[src/clk_setup_defines.svh]
// Register offsets, field positions, reset values and timing counts for the clock setup block
`ifndef CLK_SETUP_DEFINES_SVH
`define CLK_SETUP_DEFINES_SVH

// Register offsets (byte addresses on the host register port)
`define OFS_STRAP_PIN_STATUS 16'h0406
`define OFS_FIRST_OSC_CONTROL 16'h0408
`define OFS_SECOND_OSC_CONTROL 16'h040a
`define OFS_PLL_CONFIG_MAIN 16'h040c
`define OFS_PLL_CONFIG_TUNING 16'h040e
`define OFS_PLL_CONTROL 16'h0410

// Reset values
`define RST_FIRST_OSC_CONTROL 16'h0000
`define RST_SECOND_OSC_CONTROL 16'h0000
`define RST_PLL_CONFIG_MAIN 16'h0000
`define RST_PLL_CONFIG_TUNING 16'h0000
`define RST_PLL_CONTROL 16'h0000

// Field positions
`define STRAP_WIDTH 9
`define ENABLE_BIT 0
`define LOOP_FILTER_MSB 15
`define LOOP_FILTER_LSB 12
`define OSC_BAND_MSB 11
`define OSC_BAND_LSB 8
`define VCO_DIV_MSB 5
`define VCO_DIV_LSB 4
`define FB_MULT_MSB 3
`define FB_MULT_LSB 0

// Writable bit mask of the main PLL configuration word (bits 7-6 held at zero)
`define PLL_CONFIG_MAIN_MASK 16'hff3f

// Loop filter band codes
`define LOOP_FILTER_HIGH_REF 4'h8
`define LOOP_FILTER_LOW_REF 4'ha

// Oscillator band code limits
`define OSC_BAND_LOWEST 4'h1
`define OSC_BAND_HIGHEST 4'h8

// Synchroniser depth for strap pins
`define SYNC_STAGES 2

`endif

[src/clk_setup_pkg.sv]
// Types shared by the clock setup block
package clk_setup_pkg;

    // Host register address and data
    typedef logic [15:0] reg_addr_t;
    typedef logic [15:0] reg_word_t;

    // Strap pin vector
    typedef logic [8:0] strap_t;

    // Fields of the main PLL configuration word
    typedef struct packed {
        logic [3:0] loop_filter_band;
        logic [3:0] oscillator_band_select;
        logic [1:0] reserved_zero;
        logic [1:0] vco_divide_factor;
        logic [3:0] feedback_multiplier;
    } pll_config_main_s;

endpackage : clk_setup_pkg

[src/strap_if.sv]
// Carrier between strap capture and the register block
`timescale 1ns/1ps

interface strap_if;
    // Live strap level after synchronisation
    clk_setup_pkg::strap_t live;
    // Strap level frozen at reset release
    clk_setup_pkg::strap_t latched;

    modport producer (output live, output latched);
    modport consumer (input live, input latched);
endinterface : strap_if

[src/strap_capture.sv]
// Strap pin synchroniser and capture at reset release
`timescale 1ns/1ps
`include "clk_setup_defines.svh"

module strap_capture (
    // Clock and reset
    input wire logic core_clk,
    input wire logic srst,
    // Raw strap pins
    input wire logic [`STRAP_WIDTH-1:0] config_strap_pins,
    // Results
    strap_if.producer straps
);

    // Synchroniser stages; the first is read only by the second
    logic [`STRAP_WIDTH-1:0] meta_q;
    logic [`STRAP_WIDTH-1:0] live_q;
    // Reset seen last cycle, to find the releasing edge
    logic in_reset_q;
    // Frozen configuration
    logic [`STRAP_WIDTH-1:0] latched_q;
    // Release edge detect
    wire release_edge = in_reset_q & ~srst;

    // Two-flop synchroniser runs through reset so the level is settled at release
    always_ff @(posedge core_clk)
    begin
        meta_q <= config_strap_pins;
        live_q <= meta_q;
    end

    // Track reset to detect its release
    always_ff @(posedge core_clk)
    begin
        in_reset_q <= srst;
    end

    // Capture once at release, ignore later pin changes
    always_ff @(posedge core_clk)
    begin
        if (release_edge)
        begin
            latched_q <= live_q;
        end
    end

    assign straps.live = live_q;
    assign straps.latched = latched_q;

endmodule : strap_capture

[src/system_clock_setup_regs.sv]
// Host registers for oscillator enables and system PLL configuration
`timescale 1ns/1ps
`include "clk_setup_defines.svh"

module system_clock_setup_regs (
    // Clock and resets
    input wire logic core_clk,
    input wire logic srst,
    input wire logic soft_reset,
    // Strap pins
    input wire logic [`STRAP_WIDTH-1:0] config_strap_pins,
    // Host register port
    input wire logic [15:0] reg_addr,
    input wire logic [15:0] reg_wdata,
    input wire logic reg_wr,
    input wire logic reg_rd,
    output logic [15:0] reg_rdata,
    output logic reg_rvalid,
    // Strap configuration toward the rest of the chip
    output logic [`STRAP_WIDTH-1:0] strap_config,
    // Oscillator macro controls
    output logic first_oscillator_enable,
    output logic second_oscillator_enable,
    // System PLL macro controls
    output logic system_pll_enable,
    output logic [3:0] loop_filter_band,
    output logic [3:0] oscillator_band_select,
    output logic [1:0] vco_divide_factor,
    output logic [3:0] feedback_multiplier,
    output logic [15:0] system_pll_tuning,
    // Decoded ratios and code check
    output logic [3:0] vco_divide_ratio,
    output logic [4:0] feedback_ratio,
    output logic pll_config_reserved
);

    // Loop filter band code is legal
    function automatic logic loop_filter_legal(input logic [3:0] code);
        // Only the two reference ranges have a filter code
        loop_filter_legal = (code == `LOOP_FILTER_HIGH_REF) || (code == `LOOP_FILTER_LOW_REF);
    endfunction : loop_filter_legal

    // Oscillator band code is legal
    function automatic logic osc_band_legal(input logic [3:0] code);
        // Eight consecutive bands, zero and the top codes are reserved
        osc_band_legal = (code >= `OSC_BAND_LOWEST) && (code <= `OSC_BAND_HIGHEST);
    endfunction : osc_band_legal

    // Divider code to factor, zero for the reserved code
    function automatic logic [3:0] divide_ratio(input logic [1:0] code);
        // Codes 1, 2 and 3 give 2, 4 and 8
        divide_ratio = (code == 2'h0) ? 4'h0 : 4'(4'h1 << code);
    endfunction : divide_ratio

    // Strap carrier
    strap_if straps ();

    // Strap synchroniser and capture
    strap_capture u_strap_capture (
        .core_clk(core_clk),
        .srst(srst),
        .config_strap_pins(config_strap_pins),
        .straps(straps)
    );

    // Register storage
    // First oscillator control word, only bit 0 kept
    logic [15:0] first_osc_q;
    // Second oscillator control word, only bit 0 kept
    logic [15:0] second_osc_q;
    // Main PLL configuration word, bits 7-6 held at zero
    logic [15:0] pll_main_q;
    // PLL tuning word, all sixteen bits kept
    logic [15:0] pll_tuning_q;
    // PLL control word, only bit 0 kept
    logic [15:0] pll_ctrl_q;
    // Read port
    // Read data, held until the next read
    logic [15:0] rdata_q;
    // Read answer pulse
    logic rvalid_q;
    // Output level registers
    // Strap snapshot toward the rest of the chip
    logic [`STRAP_WIDTH-1:0] strap_config_q;
    // Divider factor decoded from its code
    logic [3:0] vco_divide_ratio_q;
    // Feedback multiplier plus one
    logic [4:0] feedback_ratio_q;
    // A stored configuration code is reserved
    logic pll_config_reserved_q;

    // Address decode
    // Strap status word, read only
    wire hit_strap = (reg_addr == `OFS_STRAP_PIN_STATUS);
    // First oscillator control word
    wire hit_first_osc = (reg_addr == `OFS_FIRST_OSC_CONTROL);
    // Second oscillator control word
    wire hit_second_osc = (reg_addr == `OFS_SECOND_OSC_CONTROL);
    // Main PLL configuration word
    wire hit_pll_main = (reg_addr == `OFS_PLL_CONFIG_MAIN);
    // PLL tuning word
    wire hit_pll_tuning = (reg_addr == `OFS_PLL_CONFIG_TUNING);
    // PLL control word
    wire hit_pll_ctrl = (reg_addr == `OFS_PLL_CONTROL);

    // Config writes are ignored while the PLL runs
    wire pll_running = pll_ctrl_q[`ENABLE_BIT];
    // Open for config writes only while the PLL is powered down
    wire cfg_open = ~pll_running;

    // Write strobes
    // First oscillator word takes every write
    wire wr_first_osc = reg_wr & hit_first_osc;
    // Second oscillator word takes every write
    wire wr_second_osc = reg_wr & hit_second_osc;
    // Main config word takes writes only while open
    wire wr_pll_main = reg_wr & hit_pll_main & cfg_open;
    // Tuning word shares the same lock
    wire wr_pll_tuning = reg_wr & hit_pll_tuning & cfg_open;
    // Control word always writable so software can stop the PLL
    wire wr_pll_ctrl = reg_wr & hit_pll_ctrl;

    // Only bit 0 of enable registers is stored
    wire [15:0] enable_word = {15'h0000, reg_wdata[`ENABLE_BIT]};
    // Reserved bits 7-6 forced to zero on store
    wire [15:0] pll_main_word = reg_wdata & `PLL_CONFIG_MAIN_MASK;

    // Field view of the main configuration
    clk_setup_pkg::pll_config_main_s pll_fields;
    assign pll_fields = clk_setup_pkg::pll_config_main_s'(pll_main_q);

    // Code check over the stored fields
    wire fields_reserved = ~loop_filter_legal(pll_fields.loop_filter_band)
        | ~osc_band_legal(pll_fields.oscillator_band_select)
        | (pll_fields.vco_divide_factor == 2'h0);

    // Read mux; unmapped addresses read zero
    wire [15:0] read_word =
        hit_strap ? {7'h00, straps.live} :
        hit_first_osc ? first_osc_q :
        hit_second_osc ? second_osc_q :
        hit_pll_main ? pll_main_q :
        hit_pll_tuning ? pll_tuning_q :
        hit_pll_ctrl ? pll_ctrl_q :
        16'h0000;

    // First oscillator enable: hardware reset only
    always_ff @(posedge core_clk)
    begin
        if (srst)
        begin
            first_osc_q <= `RST_FIRST_OSC_CONTROL;
        end
        // Host write to the first oscillator word
        else if (wr_first_osc)
        begin
            first_osc_q <= enable_word;
        end
    end

    // Second oscillator enable
    always_ff @(posedge core_clk)
    begin
        if (srst || soft_reset)
        begin
            second_osc_q <= `RST_SECOND_OSC_CONTROL;
        end
        // Host write to the second oscillator word
        else if (wr_second_osc)
        begin
            second_osc_q <= enable_word;
        end
    end

    // PLL main configuration
    always_ff @(posedge core_clk)
    begin
        if (srst || soft_reset)
        begin
            pll_main_q <= `RST_PLL_CONFIG_MAIN;
        end
        // Host write while the PLL is powered down
        else if (wr_pll_main)
        begin
            pll_main_q <= pll_main_word;
        end
    end

    // PLL tuning word
    always_ff @(posedge core_clk)
    begin
        if (srst || soft_reset)
        begin
            pll_tuning_q <= `RST_PLL_CONFIG_TUNING;
        end
        // Host write while the PLL is powered down
        else if (wr_pll_tuning)
        begin
            pll_tuning_q <= reg_wdata;
        end
    end

    // PLL enable
    always_ff @(posedge core_clk)
    begin
        if (srst || soft_reset)
        begin
            pll_ctrl_q <= `RST_PLL_CONTROL;
        end
        // Host write to the PLL enable
        else if (wr_pll_ctrl)
        begin
            pll_ctrl_q <= enable_word;
        end
    end

    // Registered read data, one cycle after the read strobe
    always_ff @(posedge core_clk)
    begin
        if (srst)
        begin
            rdata_q <= 16'h0000;
            rvalid_q <= 1'b0;
        end
        else
        begin
            // Answer pulse follows each read strobe
            rvalid_q <= reg_rd;
            // Data holds between reads
            rdata_q <= reg_rd ? read_word : rdata_q;
        end
    end

    // Strap snapshot toward the rest of the chip
    always_ff @(posedge core_clk)
    begin
        if (srst)
        begin
            strap_config_q <= '0;
        end
        else
        begin
            strap_config_q <= straps.latched;
        end
    end

    // Decoded levels toward the PLL
    always_ff @(posedge core_clk)
    begin
        if (srst)
        begin
            vco_divide_ratio_q <= 4'h0;
            feedback_ratio_q <= 5'h01;
            pll_config_reserved_q <= 1'b0;
        end
        else
        begin
            vco_divide_ratio_q <= divide_ratio(pll_fields.vco_divide_factor);
            feedback_ratio_q <= {1'b0, pll_fields.feedback_multiplier} + 5'h01;
            pll_config_reserved_q <= fields_reserved;
        end
    end

    // Outputs straight from flip-flops
    // Read port
    assign reg_rdata = rdata_q;
    assign reg_rvalid = rvalid_q;
    // Strap snapshot
    assign strap_config = strap_config_q;

    // Oscillator enables
    assign first_oscillator_enable = first_osc_q[`ENABLE_BIT];
    assign second_oscillator_enable = second_osc_q[`ENABLE_BIT];

    // PLL enable and configuration fields
    assign system_pll_enable = pll_ctrl_q[`ENABLE_BIT];
    assign loop_filter_band = pll_main_q[`LOOP_FILTER_MSB:`LOOP_FILTER_LSB];
    assign oscillator_band_select = pll_main_q[`OSC_BAND_MSB:`OSC_BAND_LSB];
    assign vco_divide_factor = pll_main_q[`VCO_DIV_MSB:`VCO_DIV_LSB];
    assign feedback_multiplier = pll_main_q[`FB_MULT_MSB:`FB_MULT_LSB];
    assign system_pll_tuning = pll_tuning_q;

    // Decoded ratios and code check
    assign vco_divide_ratio = vco_divide_ratio_q;
    assign feedback_ratio = feedback_ratio_q;
    assign pll_config_reserved = pll_config_reserved_q;

endmodule : system_clock_setup_regs

[config.mk]
export PLATFORM = sky130hd
export DESIGN_NAME = system_clock_setup_regs
export DESIGN_NICKNAME = d
export VERILOG_FILES = /design/src/clk_setup_pkg.sv /design/src/strap_if.sv /design/src/strap_capture.sv /design/src/system_clock_setup_regs.sv
export VERILOG_INCLUDE_DIRS = /design/src
export SDC_FILE = /design/constraint.sdc
export NUM_CORES = 1
export LEC_CHECK = 0
export BUFFER_PORTS_ARGS = -buffer_cell sky130_fd_sc_hd__buf_2
export CAP_MARGIN = 15
export CORE_ASPECT_RATIO = 0.6
export CORE_MARGIN = 5
export CORE_UTILIZATION = 50
export DETAILED_ROUTE_END_ITERATION = 10
export GPL_TIMING_DRIVEN = 0
export PLACE_DENSITY = 0.79
export SLEW_MARGIN = 10
export SYNTH_ARGS = -nofsm -noshare
export SYNTH_HDL_FRONTEND = slang
export SYNTH_HIERARCHICAL = 1
export SYNTH_SLANG_ARGS = --single-unit
[constraint.sdc]
create_clock -name core_clk -period 2.1 [get_ports core_clk]
set_clock_uncertainty 0.2 [all_clocks]
set_input_delay 0.105 -clock core_clk [delete_from_list [all_inputs] [get_ports core_clk]]
set_output_delay 0.105 -clock core_clk [all_outputs]
set_load 0.05 [all_outputs]
Word level (Yosys, flattened, before mapping)
Index checks and enable logic that the tools add are counted.
- output and inout bits: 69
- register bits: 97
- word-level logic and storage cells: 52
- bitwise logic cells: 14
- reductions and logical operators: 5
- eq/ne operators: 8
- shift-type cells: 1
- add/sub/neg operators: 1
- order comparisons: 2
- mux-type cells: 6
- operators with widths (operator ; number):
    $eq 16x11->1 const B ; 6
    $mux 16 ; 5
    $and 1x1->1 ; 8
    $eq 4x4->1 const B ; 2
    $add 4x1->5 const B ; 1
    $ge 4x1->1 const B ; 1
    $le 4x4->1 const B ; 1
    $not 1->1 ; 4
    $shl 1x2->4 const A ; 1
    $logic_not 2->1 ; 1
    $logic_or 1x1->1 ; 2
    $or 1x1->1 ; 2
    $reduce_or 2->1 ; 1
    $logic_and 1x1->1 ; 1
    $mux 1 ; 1

Depth between registers and ports, before layout
Gate-level depths: netlist of run 1.
- depth in word-level cells: 7
- mapped depth: 9
- mapped depth without buffers: 5

Cells and area by module
The synthesis of run 1 kept the hierarchy.
- modules (own cells, without submodules) (module ; cells an instance ; area an instance (µm²) ; instances):
    system_clock_setup_regs ; 323 ; 2892.8 ; 1
    strap_capture ; 29 ; 664.4 ; 1

Least setup slack after synthesis of run 1
No wires, ideal clock.
- path type: flip-flop to flip-flop
- from: register pll_ctrl_q[0]
- to: register pll_tuning_q[10] (netlist: system_pll_tuning[10])
- path slack: 0.441 ns
- data required time: 1.764 ns
- library setup time: 0.136 ns
- arrival time: 1.322 ns
- path buffers: 2
- stages on the path, launching flop included: 7
- cells stage by stage: dfxtp_1 nor2b_1 and2_4 buf_8 buf_12 nand2_2 a21oi_2
- word-level cells in the longest chain between the ends: 2
- RTL lines (element ; RTL line ; text):
    from (decl) ; system_clock_setup_regs.sv:76 ; logic [15:0] pll_ctrl_q;
    from (signal assigned) ; system_clock_setup_regs.sv:208 ; pll_ctrl_q <= `RST_PLL_CONTROL;
    from (signal assigned) ; system_clock_setup_regs.sv:213 ; pll_ctrl_q <= enable_word;
    $not 1->1 ; system_clock_setup_regs.sv:109 ; wire cfg_open = ~pll_running;
    $and 1x1->1 ; system_clock_setup_regs.sv:119 ; wire wr_pll_tuning = reg_wr & hit_pll_tuning & cfg_open;
    to (signal assigned) ; system_clock_setup_regs.sv:194 ; pll_tuning_q <= `RST_PLL_CONFIG_TUNING;
    to (signal assigned) ; system_clock_setup_regs.sv:199 ; pll_tuning_q <= reg_wdata;
    to (decl) ; system_clock_setup_regs.sv:74 ; logic [15:0] pll_tuning_q;
No other way between the ends.
A chain may end at the register's enable or synchronous reset.

Worst setup path in the final report of run 1
- from: input port reg_addr[5]
- to: register pll_tuning_q[4] (netlist: system_pll_tuning[4])
- word-level cells in the longest chain between the ends: 3
- RTL lines (element ; RTL line ; text):
    from (decl) ; system_clock_setup_regs.sv:13 ; input wire logic [15:0] reg_addr,
    $eq 16x11->1 (no source line) ; n/a ;
    $and 1x1->1 (2 in series) ; system_clock_setup_regs.sv:119 ;
No other way between the ends.

==> key figures, run 1 <==
Critical path
  • Worst-path fanout max: 10
  • Crit Path Class: in -> reg
  • Critical Path RT: 2100 ps
  • Largest stage delay, worst path: 530 ps
  • RR Startpoint: pll_ctrl_q[0]$_SDFFE_PP0P_
  • Crit path cell chain: dlygate4sd3_1, buf_2, and4bb_1, and4_1, buf_6, nand2_1, buf_6, nand2_1, a21oi_2
  • CP max-delay cell: dlygate4sd3_1
  • Crit path max-delay family: buffers and inverters
  • CP endpoint kind: flop
  • Critical Path Stages: 9
  • Worst r2r path cells: 5
  • Startpoint class of the critical path: primary input
  • Reg2reg end: system_pll_tuning[4]$_SDFFE_PP0P_
  • Crit path arrival time: 2080 ps
  • CP bufs+invs: 4
  • R2R Setup Slk: 490 ps

GRT
  • Vias in the first global route: 3058
  • GRT overflow: 0
  • First-pass GRT wire length: 15900 microns
  • Total GRT Usage: 0.233
  • Largest net degree at the start of global routing: 17
  • Initial antenna violation count: 0

Clock tree
  • Setup repair bufs after CTS: 0
  • Clock Latency Late Sink: 340 ps
  • CTS root buffer: clkbuf_16
  • CTS clk-pin slew, worst paths: 70 ps
  • Num CTS Buffers: 9
  • Htree depth: 3
  • Clock sinks: 97
  • TritonCTS clock tree: yes
  • Max clock buf depth: 2

Power
  • Lkg Pwr: 0.00201 uW
  • P per Cell Area: 808 nW/um^2
  • Peak supply drop: 0.614 mV

Synthesis
  • Sequential fraction of the synthesis area: 0.571
  • Asr flop ratio synth: 0
  • Post-synth EDFFs: 9
  • Cell Area, Synth: 3560 sq um
  • Yosys cell types: 48
  • Post-Syn Instances: 352
  • Mapped Avg Cell Area: 10.1 sq um
  • Most used DFF post-synth: dfxtp_1
  • Synth Register Bits: 97
  • Yosys warns: 6
  • Post-Syn Nets: 399

Floorplan
  • Core ar.: 6790 sq um
  • Site row count: 23
  • I/O pin count: 115
  • Initial Util: 0.524
  • Die width: 119 microns
  • DIE AREA: 8960 sq um
  • Die height: 75.3 microns

Cells and area
  • Commonest cells after routing, fill and taps aside: 113 x buf_2, 88 x dfxtp_1, 59 x nand2_1, 30 x dlygate4sd3_1, 27 x nor2_1
  • Filler cells: 511
  • ANT cells: 0
  • Final net count: 553
  • Leading cell type in the layout, fill and taps excluded: buf_2
  • Layout cells sized above 1: 0.329
  • Final design area excluding fillers: 4860 sq um
  • Synth-to-layout area growth: 36.8%

Min path
  • Hold Path End: pll_ctrl_q[0]$_SDFFE_PP0P_
  • Hold crit path type: in -> reg
  • HP Start: reg_addr[4]
  • Hold path cells: 5

Routing
  • DR pass1 iterations: 5
  • Residual DRC: 0
  • Vias per Instance: 5.34
  • DR iter-0 viols: 271
  • Drt total wl: 10100 microns
  • Per-cell routed wire length: 16.9 microns
  • Routed Antenna Nets: 0
  • Vias: 3196

Job
  • Max Cap Viol: 0

Placed design
  • Setup WS pre-CTS: 39.6 ps
  • IO buf count: 113
  • Routability cong.: 0.890
  • Post-DP Area: 4230 sq um
  • Detail Placement HPWL: 7160 microns

STA
  • Unrepaired setup endpoints after global routing: true
  • Max-slew violations: 0
  • Final WS setup: 23.3 ps
  • Setup violators final: 0
  • Worst-Margin Slew: 745 ps
  • Fmax: 482 MHz
  • Total negative slack: 0 ps
  • Hold Fails Final Rpt: 0
  • Min cycle time layout: 2080 ps
  • Hold WS: 31.5 ps
  • Rel. slew slack: 0.504
  • Tcrit/Tclk final: 0.989

Run status
  • Status: finished, final reports clean
[layout make-up]
cell class	instances	area, sq um	share of cell area
flip-flops and latches	97	2030	0.418
multi-input cells	230	1370	0.281
repair buffers	143	866	0.178
clock buffers	9	225	0.0463
plain buffers	23	163	0.0334
well taps	87	109	0.0224
clock inverters	7	93.8	0.0193
inverters	2	7.51	0.00154
[registers in the layout, indices dropped and copies added (netlist names)]
| name | cells |
|---|---|
| feedback_ratio | 5 |
| first_osc_q | 1 |
| pll_config_reserved | 1 |
| pll_ctrl_q | 1 |
| pll_fields | 14 |
| reg_rdata | 16 |
| reg_rvalid | 1 |
| second_osc_q | 1 |
| strap_config | 9 |
| system_pll_tuning | 16 |
| u_strap_capture/in_reset_q | 1 |
| u_strap_capture/meta_q | 9 |
| u_strap_capture/straps.latched | 9 |
| u_strap_capture/straps.live | 9 |
| vco_divide_ratio | 4 |
[power breakdown]
part | internal [uW] | switching, uW
clock | 1040 | 694
sequential | 1910 | 13.1
combinational | 108 | 160
total | 3070 | 867
[metal layers]
| layer | GRT usage | vias up | wire length, microns |
|---|---|---|---|
| met5 | 0 | - | 0 |
| met4 | 0.0565 | 0 | 93 |
| met1 | 0.302 | 1495 | 4440 |
| li1 | - | 1517 | - |
| met3 | 0.0935 | 11 | 1120 |
| met2 | 0.373 | 173 | 4450 |
[cell usage after synthesis (2+ instances only)]
library cell,number,area share
dfxtp_1,88,0.50
nand2_1,59,0.062
nor2_1,27,0.028
a21oi_1,24,0.034
nor2b_1,18,0.032
a22oi_1,13,0.027
clkbuf_1,11,0.012
a21oi_2,10,0.025
nand2_2,10,0.018
edfxtp_1,9,0.076
a31oi_1,8,0.014
a2bb2oi_1,7,0.017
nor3_1,6,0.0084
o21a_1,6,0.013
buf_2,4,0.0056
mux2i_1,4,0.011
nand3_1,4,0.0056
a211oi_1,3,0.0063
and4_1,3,0.0074
buf_6,3,0.0095
and2_4,2,0.0049
buf_4,2,0.0042
inv_1,2,0.0021
nand2b_1,2,0.0035
nand3b_1,2,0.0042
nor3b_1,2,0.0042
xnor2_1,2,0.0049
[tightest hold or removal path, cell delays in order]
cell,delay (ps)
buf_2,130
nand2_1,70
nor4_2,50
mux2i_1,110
nor2_1,70
[per-stage QoR]
stage               std cells  utilization  power (uW)
floorplan                 352            -        2090
global placement          552        0.623        2190
detailed placement        552        0.623        2190
CTS                       598        0.714        3960
global route              598        0.716        4060
finish                    598        0.716        3930
[timing repair]
item	4_1_cts	5_1_grt
endpoints found under the hold margin	58	0
resized for setup	0	7
setup endpoints to repair	0	28
hold buffers	30	0
[cells by family (layout without fill, tap and decap cells)]
family | after synthesis | in the layout | synth area share
AO/OA/AOI/OAI | 74 | 74 | 0.142
XOR/XNOR | 3 | 3 | 0.00739
adder cells (fa/ha/maj) | 1 | 1 | 0.00352
buffers and inverters | 25 | 184 | 0.0440
flip-flops | 97 | 97 | 0.571
multiplexers | 4 | 4 | 0.0113
other | 1 | 1 | 0.00105
AND/OR/NAND/NOR | 147 | 147 | 0.219
[worst max-delay path by stage]
stage | from | to | slack, ps
after CTS | reg_addr[5] | system_pll_tuning[13]$_SDFFE_PP0P_ | 20
after floorplan | pll_ctrl_q[0]$_SDFFE_PP0P_ | system_pll_tuning[10]$_SDFFE_PP0P_ | 440
after detailed placement | srst | second_osc_q[0]$_SDFFE_PP0P_ | 40
after global routing | reg_addr[5] | system_pll_tuning[4]$_SDFFE_PP0P_ | -10
final | reg_addr[5] | system_pll_tuning[4]$_SDFFE_PP0P_ | 20
after global placement | srst | second_osc_q[0]$_SDFFE_PP0P_ | 110
(Power assumes the default switching activity.)
==> run 2, diff against run 1 <==
--- a/config.mk
+++ b/config.mk
@@ -14,6 +14,7 @@
 export DETAILED_ROUTE_END_ITERATION = 10
 export GPL_TIMING_DRIVEN = 0
 export PLACE_DENSITY = 0.79
+export RECOVER_POWER = 25
 export SLEW_MARGIN = 10
 export SYNTH_ARGS = -nofsm -noshare
 export SYNTH_HDL_FRONTEND = slang
==> run 2 against run 1 <==
Compared with the run above: critical path depth unchanged; via count barely moved; core utilization shrank 0.055 points; final cell count did not move; non-clock buffer count is the same; critical path type unchanged; combinational power hardly changed; highest routed layer unchanged; register-to-register slack about the same.
==> key figures, run 2 (synthesis gave the netlist of run 1 again) <==
Clock tree
  • TritonCTS clock tree: yes
  • Clock sinks: 97 (unchanged)
  • CTS clk-pin slew, worst paths: 70 ps (about the same)
  • CTS root buffer: clkbuf_16
  • Clock Latency Late Sink: 340 ps (about the same)
  • Num CTS Buffers: 9 (unchanged)
  • Max clock buf depth: 2 (unchanged)
  • Htree depth: 3 (unchanged)

Floorplan
  • Site row count: 23 (unchanged)
  • Initial Util: 0.524 (unchanged)
  • Die width: 119 microns (unchanged)
  • Core ar.: 6790 sq um (unchanged)
  • I/O pin count: 115 (unchanged)
  • DIE AREA: 8960 sq um (unchanged)
  • Die height: 75.3 microns (unchanged)

GRT
  • Largest net degree at the start of global routing: 17 (unchanged)
  • Initial antenna violation count: 0 (unchanged)
  • Vias in the first global route: 3058 (unchanged)
  • First-pass GRT wire length: 15900 microns (unchanged)
  • Total GRT Usage: 0.233 (unchanged)
  • GRT overflow: 0 (unchanged)

Critical path
  • Startpoint class of the critical path: primary input
  • Crit path arrival time: 2080 ps (about the same)
  • CP endpoint kind: flop
  • Critical Path RT: 2100 ps (about the same)
  • Crit path cell chain: dlygate4sd3_1, buf_2, and4bb_1, and4_1, buf_6, nand2_1, buf_6, nand2_1, a21oi_2
  • CP bufs+invs: 4 (unchanged)
  • CP max-delay cell: dlygate4sd3_1
  • Crit path max-delay family: buffers and inverters
  • Worst-path fanout max: 10 (unchanged)
  • Largest stage delay, worst path: 530 ps (about the same)
  • Crit Path Class: in -> reg

Placed design
  • Detail Placement HPWL: 7160 microns (unchanged)
  • Inst Count DP: 552 (unchanged)
  • IO buf count: 113 (unchanged)
  • Routability cong.: 0.890 (unchanged)

STA
  • Setup violators final: 0 (unchanged)
  • Hold Fails Final Rpt: 0 (unchanged)
  • Tcrit/Tclk final: 0.989 (about the same)
  • Max-slew violations: 0 (unchanged)
  • Worst-Margin Slew: 746 ps (+1.21 ps)
  • Unrepaired setup endpoints after global routing: true
  • Min cycle time layout: 2080 ps (+0.505 ps)
  • Rel. slew slack: 0.503 (-0.000809)
  • Total negative slack: 0 ps (unchanged)
  • Fmax: 481 MHz (about the same)

Cells and area
  • Synth-to-layout area growth: 36.7% (about the same)
  • Final net count: 553 (unchanged)
  • Leading cell type in the layout, fill and taps excluded: buf_2
  • Commonest cells after routing, fill and taps aside: 110 x buf_2, 88 x dfxtp_1, 59 x nand2_1, 30 x dlygate4sd3_1, 27 x nor2_1
  • ANT cells: 0 (unchanged)
  • Layout cells sized above 1: 0.323 (-0.00587)
  • Final Non-Filler Cells: 598 (unchanged)

Power
  • P per Cell Area: 809 nW/um^2 (about the same)
  • Lkg Pwr: 0.00200 uW (-0.49%)
  • Peak supply drop: 0.614 mV (+0.11%)

Routing
  • Vias per Instance: 5.35 (about the same)
  • DR iter-0 viols: 271 (unchanged)
  • DR pass1 iterations: 4 (-1)
  • Residual DRC: 0 (unchanged)
  • Vias: 3197 (+0.031%)
  • Routed Antenna Nets: 0 (unchanged)
  • Drt total wl: 10100 microns (about the same)
  • Per-cell routed wire length: 16.9 microns (about the same)

Min path
  • Hold crit path type: in -> reg

Job
  • Max Cap Viol: 0 (unchanged)

Run status
  • Status: finished, final reports clean
## run 2: cell count changes in the layout (fill, tap and decap cells not counted), sizes merged
cell | before | now
clkbuf | 22 | 25
buf | 123 | 120
## run 2: path summary, 6_finish.rpt
check                                     from                                endpoint  slack [ps]  cells after the start
max                                reg_addr[5]       system_pll_tuning[4]$_SDFFE_PP0P_          20                      9
min                                reg_addr[4]              pll_ctrl_q[0]$_SDFFE_PP0P_          30                      5
max reg2reg         pll_ctrl_q[0]$_SDFFE_PP0P_       system_pll_tuning[4]$_SDFFE_PP0P_         490                      5
min reg2reg  u_strap_capture/meta_q[7]$_DFF_P_  u_strap_capture/straps.live[7]$_DFF_P_         120                      0
## run 2: worst reg2reg max path, cell delays in order (launching register included)
cell and delay, ps:
dfxtp_1 340, nor2b_1 260, nand2_1 270, buf_6 230, nand2_1 110, a21oi_2 60
## run 2: cell type report
type | instances | area [sq um]
plain buffers | 23 | 163
clock buffers | 9 | 225
clock inverters | 7 | 93.8
fillers | 514 | 1930
inverters | 2 | 7.51
multi-input cells | 230 | 1370
flip-flops and latches | 97 | 2030
well taps | 87 | 109
repair buffers | 143 | 862
## run 2: report_power, final
part / switching [uW] / internal (uW)
Sequential: 13.1 / 1910
Clock: 696 / 1040
Combinational: 160 / 107
## run 2: routing by layer
layer	share of wire	wire length, microns	vias to the layer above	global-route usage
li1	-	-	1517	-
met4	0.0092	93	0	0.0565
met2	0.44	4450	174	0.373
met1	0.44	4440	1495	0.302
met3	0.11	1110	11	0.0935
met5	0	0	-	0
## run 2: metrics by stage
| stage | cell area (sq um) | utilization | power (uW) | hold WS, ps | setup WS (ps) |
|---|---|---|---|---|---|
| floorplan | 3560 | - | 2090 | -67.3 | 441 |
| global placement | 4230 | 0.623 | 2190 | 8.36 | 107 |
| detailed placement | 4230 | 0.623 | 2190 | 9.24 | 39.6 |
| CTS | 4850 | 0.714 | 3960 | 13.1 | 22.0 |
| global route | 4860 | 0.716 | 4060 | 41.5 | -13.5 |
| finish | 4860 | 0.716 | 3930 | 31.0 | 22.8 |
## run 2: what timing repair did
item | in CTS | in global routing
setup endpoints to repair | 0 | 28
endpoints found under the hold margin | 58 | 0
resized for setup | 0 | 7
hold buffers | 30 | 0
setup buffers | 0 | 0
==> run 3, diff against run 2 <==
--- a/config.mk
+++ b/config.mk
@@ -12,11 +12,11 @@
 export CORE_MARGIN = 5
 export CORE_UTILIZATION = 50
 export DETAILED_ROUTE_END_ITERATION = 10
+export GPL_ROUTABILITY_DRIVEN = 0
 export GPL_TIMING_DRIVEN = 0
 export PLACE_DENSITY = 0.79
 export RECOVER_POWER = 25
 export SLEW_MARGIN = 10
 export SYNTH_ARGS = -nofsm -noshare
 export SYNTH_HDL_FRONTEND = slang
-export SYNTH_HIERARCHICAL = 1
 export SYNTH_SLANG_ARGS = --single-unit
==> constraint.sdc (replaced) <==
create_clock -name core_clk -period 2.1 [get_ports core_clk]
set_clock_uncertainty 0.2 [all_clocks]
set_input_delay 0.105 -clock core_clk [delete_from_list [all_inputs] [get_ports core_clk]]
set_output_delay 0.105 -clock core_clk [all_outputs]
set_load 0.005 [all_outputs]
==> run 3 against run 2 <==
Compared with the run above: the flow now finishes with violations (setup timing); worst hold slack got worse by 28 ps; total power fell by 1.3%; core utilization is 2.4 points higher; non-clock buffer count is 1 higher; sequential share of layout area down 1.2 points; flip-flop and latch count stayed put; register-to-register slack worse by 330 ps; critical path depth down 1; critical endpoint is now pll_fields[4]$_SDFFE_PP0P_; highest routed layer unchanged.
==> key figures, run 3 <==
Synthesis
  • Yosys warns: 0 (-6)
  • Synth Area in XOR/XNOR: 0.00743 (+0.0000471)
  • Most used DFF post-synth: dfxtp_1
  • Compound-Gate Fraction of Synth Area: 0.138 (-0.00440)
  • Largest family of logic cells by synthesized area: simple AND/OR/NAND/NOR gates
  • Cell Area, Synth: 3530 sq um (-0.63%)
  • Post-synth top cells: 88 x dfxtp_1, 59 x nand2_1, 39 x a21oi_1
  • Asr flop ratio synth: 0 (unchanged)
  • Leading post-synthesis cells by cell area: dfxtp_1 50%, edfxtp_1 7.6%, nand2_1 6.3%
  • Top cell type by total area after synthesis: dfxtp_1
  • Post-Synth Adder-Cell Area: 0.00354 (+0.0000224)
  • Yosys cell types: 47 (-2.1%)
  • Mapped Avg Cell Area: 10.1 sq um (+0.22%)
  • Post-Syn Instances: 349 (-0.85%)
  • Synth Area in Simple Gates: 0.229 (+0.0102)
  • Most frequent cell after synthesis: dfxtp_1
  • Synth Register Bits: 97 (unchanged)
  • Sequential fraction of the synthesis area: 0.575 (+0.00364)
  • Post-synth EDFFs: 9 (unchanged)
  • Post-synth top area share: 0.498 (+0.00316)
  • Post-Syn Nets: 396 (-0.75%)
  • Post-synthesis mux area share: 0.0113 (+0.0000717)

STA
  • Final WS setup: -28.6 ps (-51.4 ps)
  • Setup violators final: 7 (+7)
  • Tcrit/Tclk final: 1.01 (+0.0245)
  • Fmax: 470 MHz (-2.4%)
  • Rel. slew slack: 0.432 (-0.0713)
  • Max-slew violations: 0 (unchanged)
  • Worst-Margin Slew: 851 ps (+105 ps)
  • Hold Fails Final Rpt: 0 (unchanged)
  • Unrepaired setup endpoints after global routing: true
  • Min cycle time layout: 2130 ps (+51.4 ps)

Routing
  • Vias per Instance: 5.37 (+0.53%)
  • Met2 wire len: 4890 microns (+10%)
  • Routed Antenna Nets: 0 (unchanged)
  • DRT met1 WL: 4470 microns (+0.68%)
  • DR pass1 iterations: 5 (+1)
  • DR iter-0 viols: 370 (+37%)
  • Residual DRC: 0 (unchanged)
  • Top routing layer used: met4
  • Routed wl met3: 1140 microns (+2.9%)
  • Vias: 3214 (+0.53%)
  • Drt total wl: 10600 microns (+5.2%)
  • Per-cell routed wire length: 17.8 microns (+5.2%)

Critical path
  • Reg2reg end: pll_fields[4]$_SDFFE_PP0P_
  • CP max-delay cell: or4b_4
  • Largest stage delay, worst path: 560 ps (+30 ps)
  • Critical Path Start: reg_addr[9]
  • Crit path cell chain: buf_6, or4b_4, or3_1, buf_6, or4_4, clkbuf_16, nand2_4, a21oi_2
  • Startpoint class of the critical path: primary input
  • RR Startpoint: pll_ctrl_q[0]$_SDFFE_PP0P_
  • Most frequent CP cell: buf_6
  • R2R Setup Slk: 160 ps (-330 ps)
  • CP endpoint kind: flop
  • Worst-path fanout max: 7 (-3)
  • Critical Path RT: 2100 ps (about the same)
  • Crit path arrival time: 2130 ps (+50 ps)
  • Crit Path Class: in -> reg
  • Worst r2r path cells: 5 (unchanged)

Cells and area
  • Leading cell type in the layout, fill and taps excluded: buf_2
  • Commonest cells after routing, fill and taps aside: 109 x buf_2, 88 x dfxtp_1, 59 x nand2_1, 33 x a21oi_1, 28 x dlygate4sd3_1
  • Final design area excluding fillers: 5000 sq um (+2.9%)
  • Final net count: 552 (-0.18%)
  • Layout cells sized above 1: 0.349 (+0.0261)
  • Synth-to-layout area growth: 41.6%

Floorplan
  • Initial Util: 0.523 (-0.00110)
  • DIE AREA: 8910 sq um (-0.57%)
  • Site row count: 23 (unchanged)
  • Die width: 119 microns (-0.29%)
  • Die height: 75.1 microns (-0.28%)
  • Core ar.: 6760 sq um (-0.42%)
  • I/O pin count: 115 (unchanged)

Min path
  • Hold Path End: pll_fields[1]$_SDFFE_PP0P_
  • HP Start: reg_addr[1]
  • Hold crit path type: in -> reg
  • Hold path cells: 4 (-1)

Clock tree
  • CTS clk-pin slew, worst paths: 70 ps (about the same)
  • Num CTS Buffers: 9 (unchanged)
  • Max clock buf depth: 2 (unchanged)
  • Htree depth: 3 (unchanged)
  • CTS root buffer: clkbuf_16
  • TritonCTS clock tree: yes
  • Clock sinks: 97 (unchanged)
  • Clock Latency Late Sink: 350 ps (about the same)

GRT
  • Largest net degree at the start of global routing: 16 (-1)
  • Initial antenna violation count: 0 (unchanged)
  • GRT overflow: 0 (unchanged)
  • Total GRT Usage: 0.240 (+0.00743)
  • Vias in the first global route: 3237 (+5.9%)
  • First-pass GRT wire length: 16400 microns (+3.3%)

Placed design
  • IO buf count: 113 (unchanged)
  • Post-DP Area: 4260 sq um (+0.56%)
  • Detail Placement HPWL: 7250 microns (+1.2%)
  • Setup WS pre-CTS: -680 ps (-720 ps)

Run status
  • Failing checks: setup timing
  • Status: complete, but fails checks

Power
  • Lkg Pwr: 0.00207 uW (+3.6%)
  • P per Cell Area: 776 nW/um^2 (-4.1%)
  • Peak supply drop: 0.630 mV (+2.5%)

Job
  • Max Cap Viol: 0 (unchanged)
[run 3: worst max path at each step]
stage,to,depth (start not counted)
floorplan,pll_fields[4]$_SDFFE_PP0P_,9
global placement,reg_rdata[5]$_SDFFE_PP0P_,6
detailed placement,reg_rdata[4]$_SDFFE_PP0P_,6
CTS,pll_fields[11]$_SDFFE_PP0P_,9
global route,reg_rdata[0]$_SDFFE_PP0P_,7
finish,pll_fields[4]$_SDFFE_PP0P_,8
[run 3: area by class of cell]
| class | instances | area [sq um] |
|---|---|---|
| diodes | 1 | 2.50 |
| plain buffers | 20 | 123 |
| clock buffers | 11 | 243 |
| clock inverters | 5 | 78.8 |
| fillers | 493 | 1760 |
| inverters | 2 | 7.51 |
| multi-input cells | 228 | 1500 |
| flip-flops and latches | 97 | 2030 |
| well taps | 87 | 109 |
| repair buffers | 147 | 908 |
[run 3: worst max-delay path, delay by kind of cell]
| family | cells | cell delay [ps] |
|---|---|---|
| simple gates | 4 | 1520 |
| buf+inv | 3 | 450 |
| compound gates | 1 | 50 |
[run 3: stage by stage]
step	util	cells	TNS, ps	hold WS [ps]	power, uW
2_1_floorplan	-	349	-4590	-67.3	2030
3_3_place_gp	0.629	549	-16330	8.78	2120
3_5_place_dp	0.629	549	-18140	8.60	2130
4_1_cts	0.728	597	0	25.6	3900
5_1_grt	0.740	597	-255	6.87	4000
6_report	0.740	598	-95.5	2.94	3880
[run 3: repair_timing]
item,CTS,global route
hold endpoints to repair,43,0
pin swaps,4,9
resized for setup,7,16
gates cloned,0,1
hold buffers,28,0
endpoints found under the setup margin,32,29
setup buffers,5,0
[run 3: layer usage]
layer,global-route usage,vias to the layer above
met2,0.390,172
met4,0.0679,0
met1,0.295,1509
met3,0.109,14
met5,0,-
li1,-,1519
[run 3: power breakdown]
group          leakage (uW)  total (uW)  switching [uW]  internal (uW)
Combinational       0.00112         207             106            102
Sequential         0.000804        1930            13.8           1910
Clock              0.000149        1740             674           1070
[run 3: cells by family after synthesis]
group	count (synthesis)
simple gates	147
flops	97
compound gates	72
buf+inv	24
mux	4
xor+xnor	3
fa+ha+maj	1
other cells	1
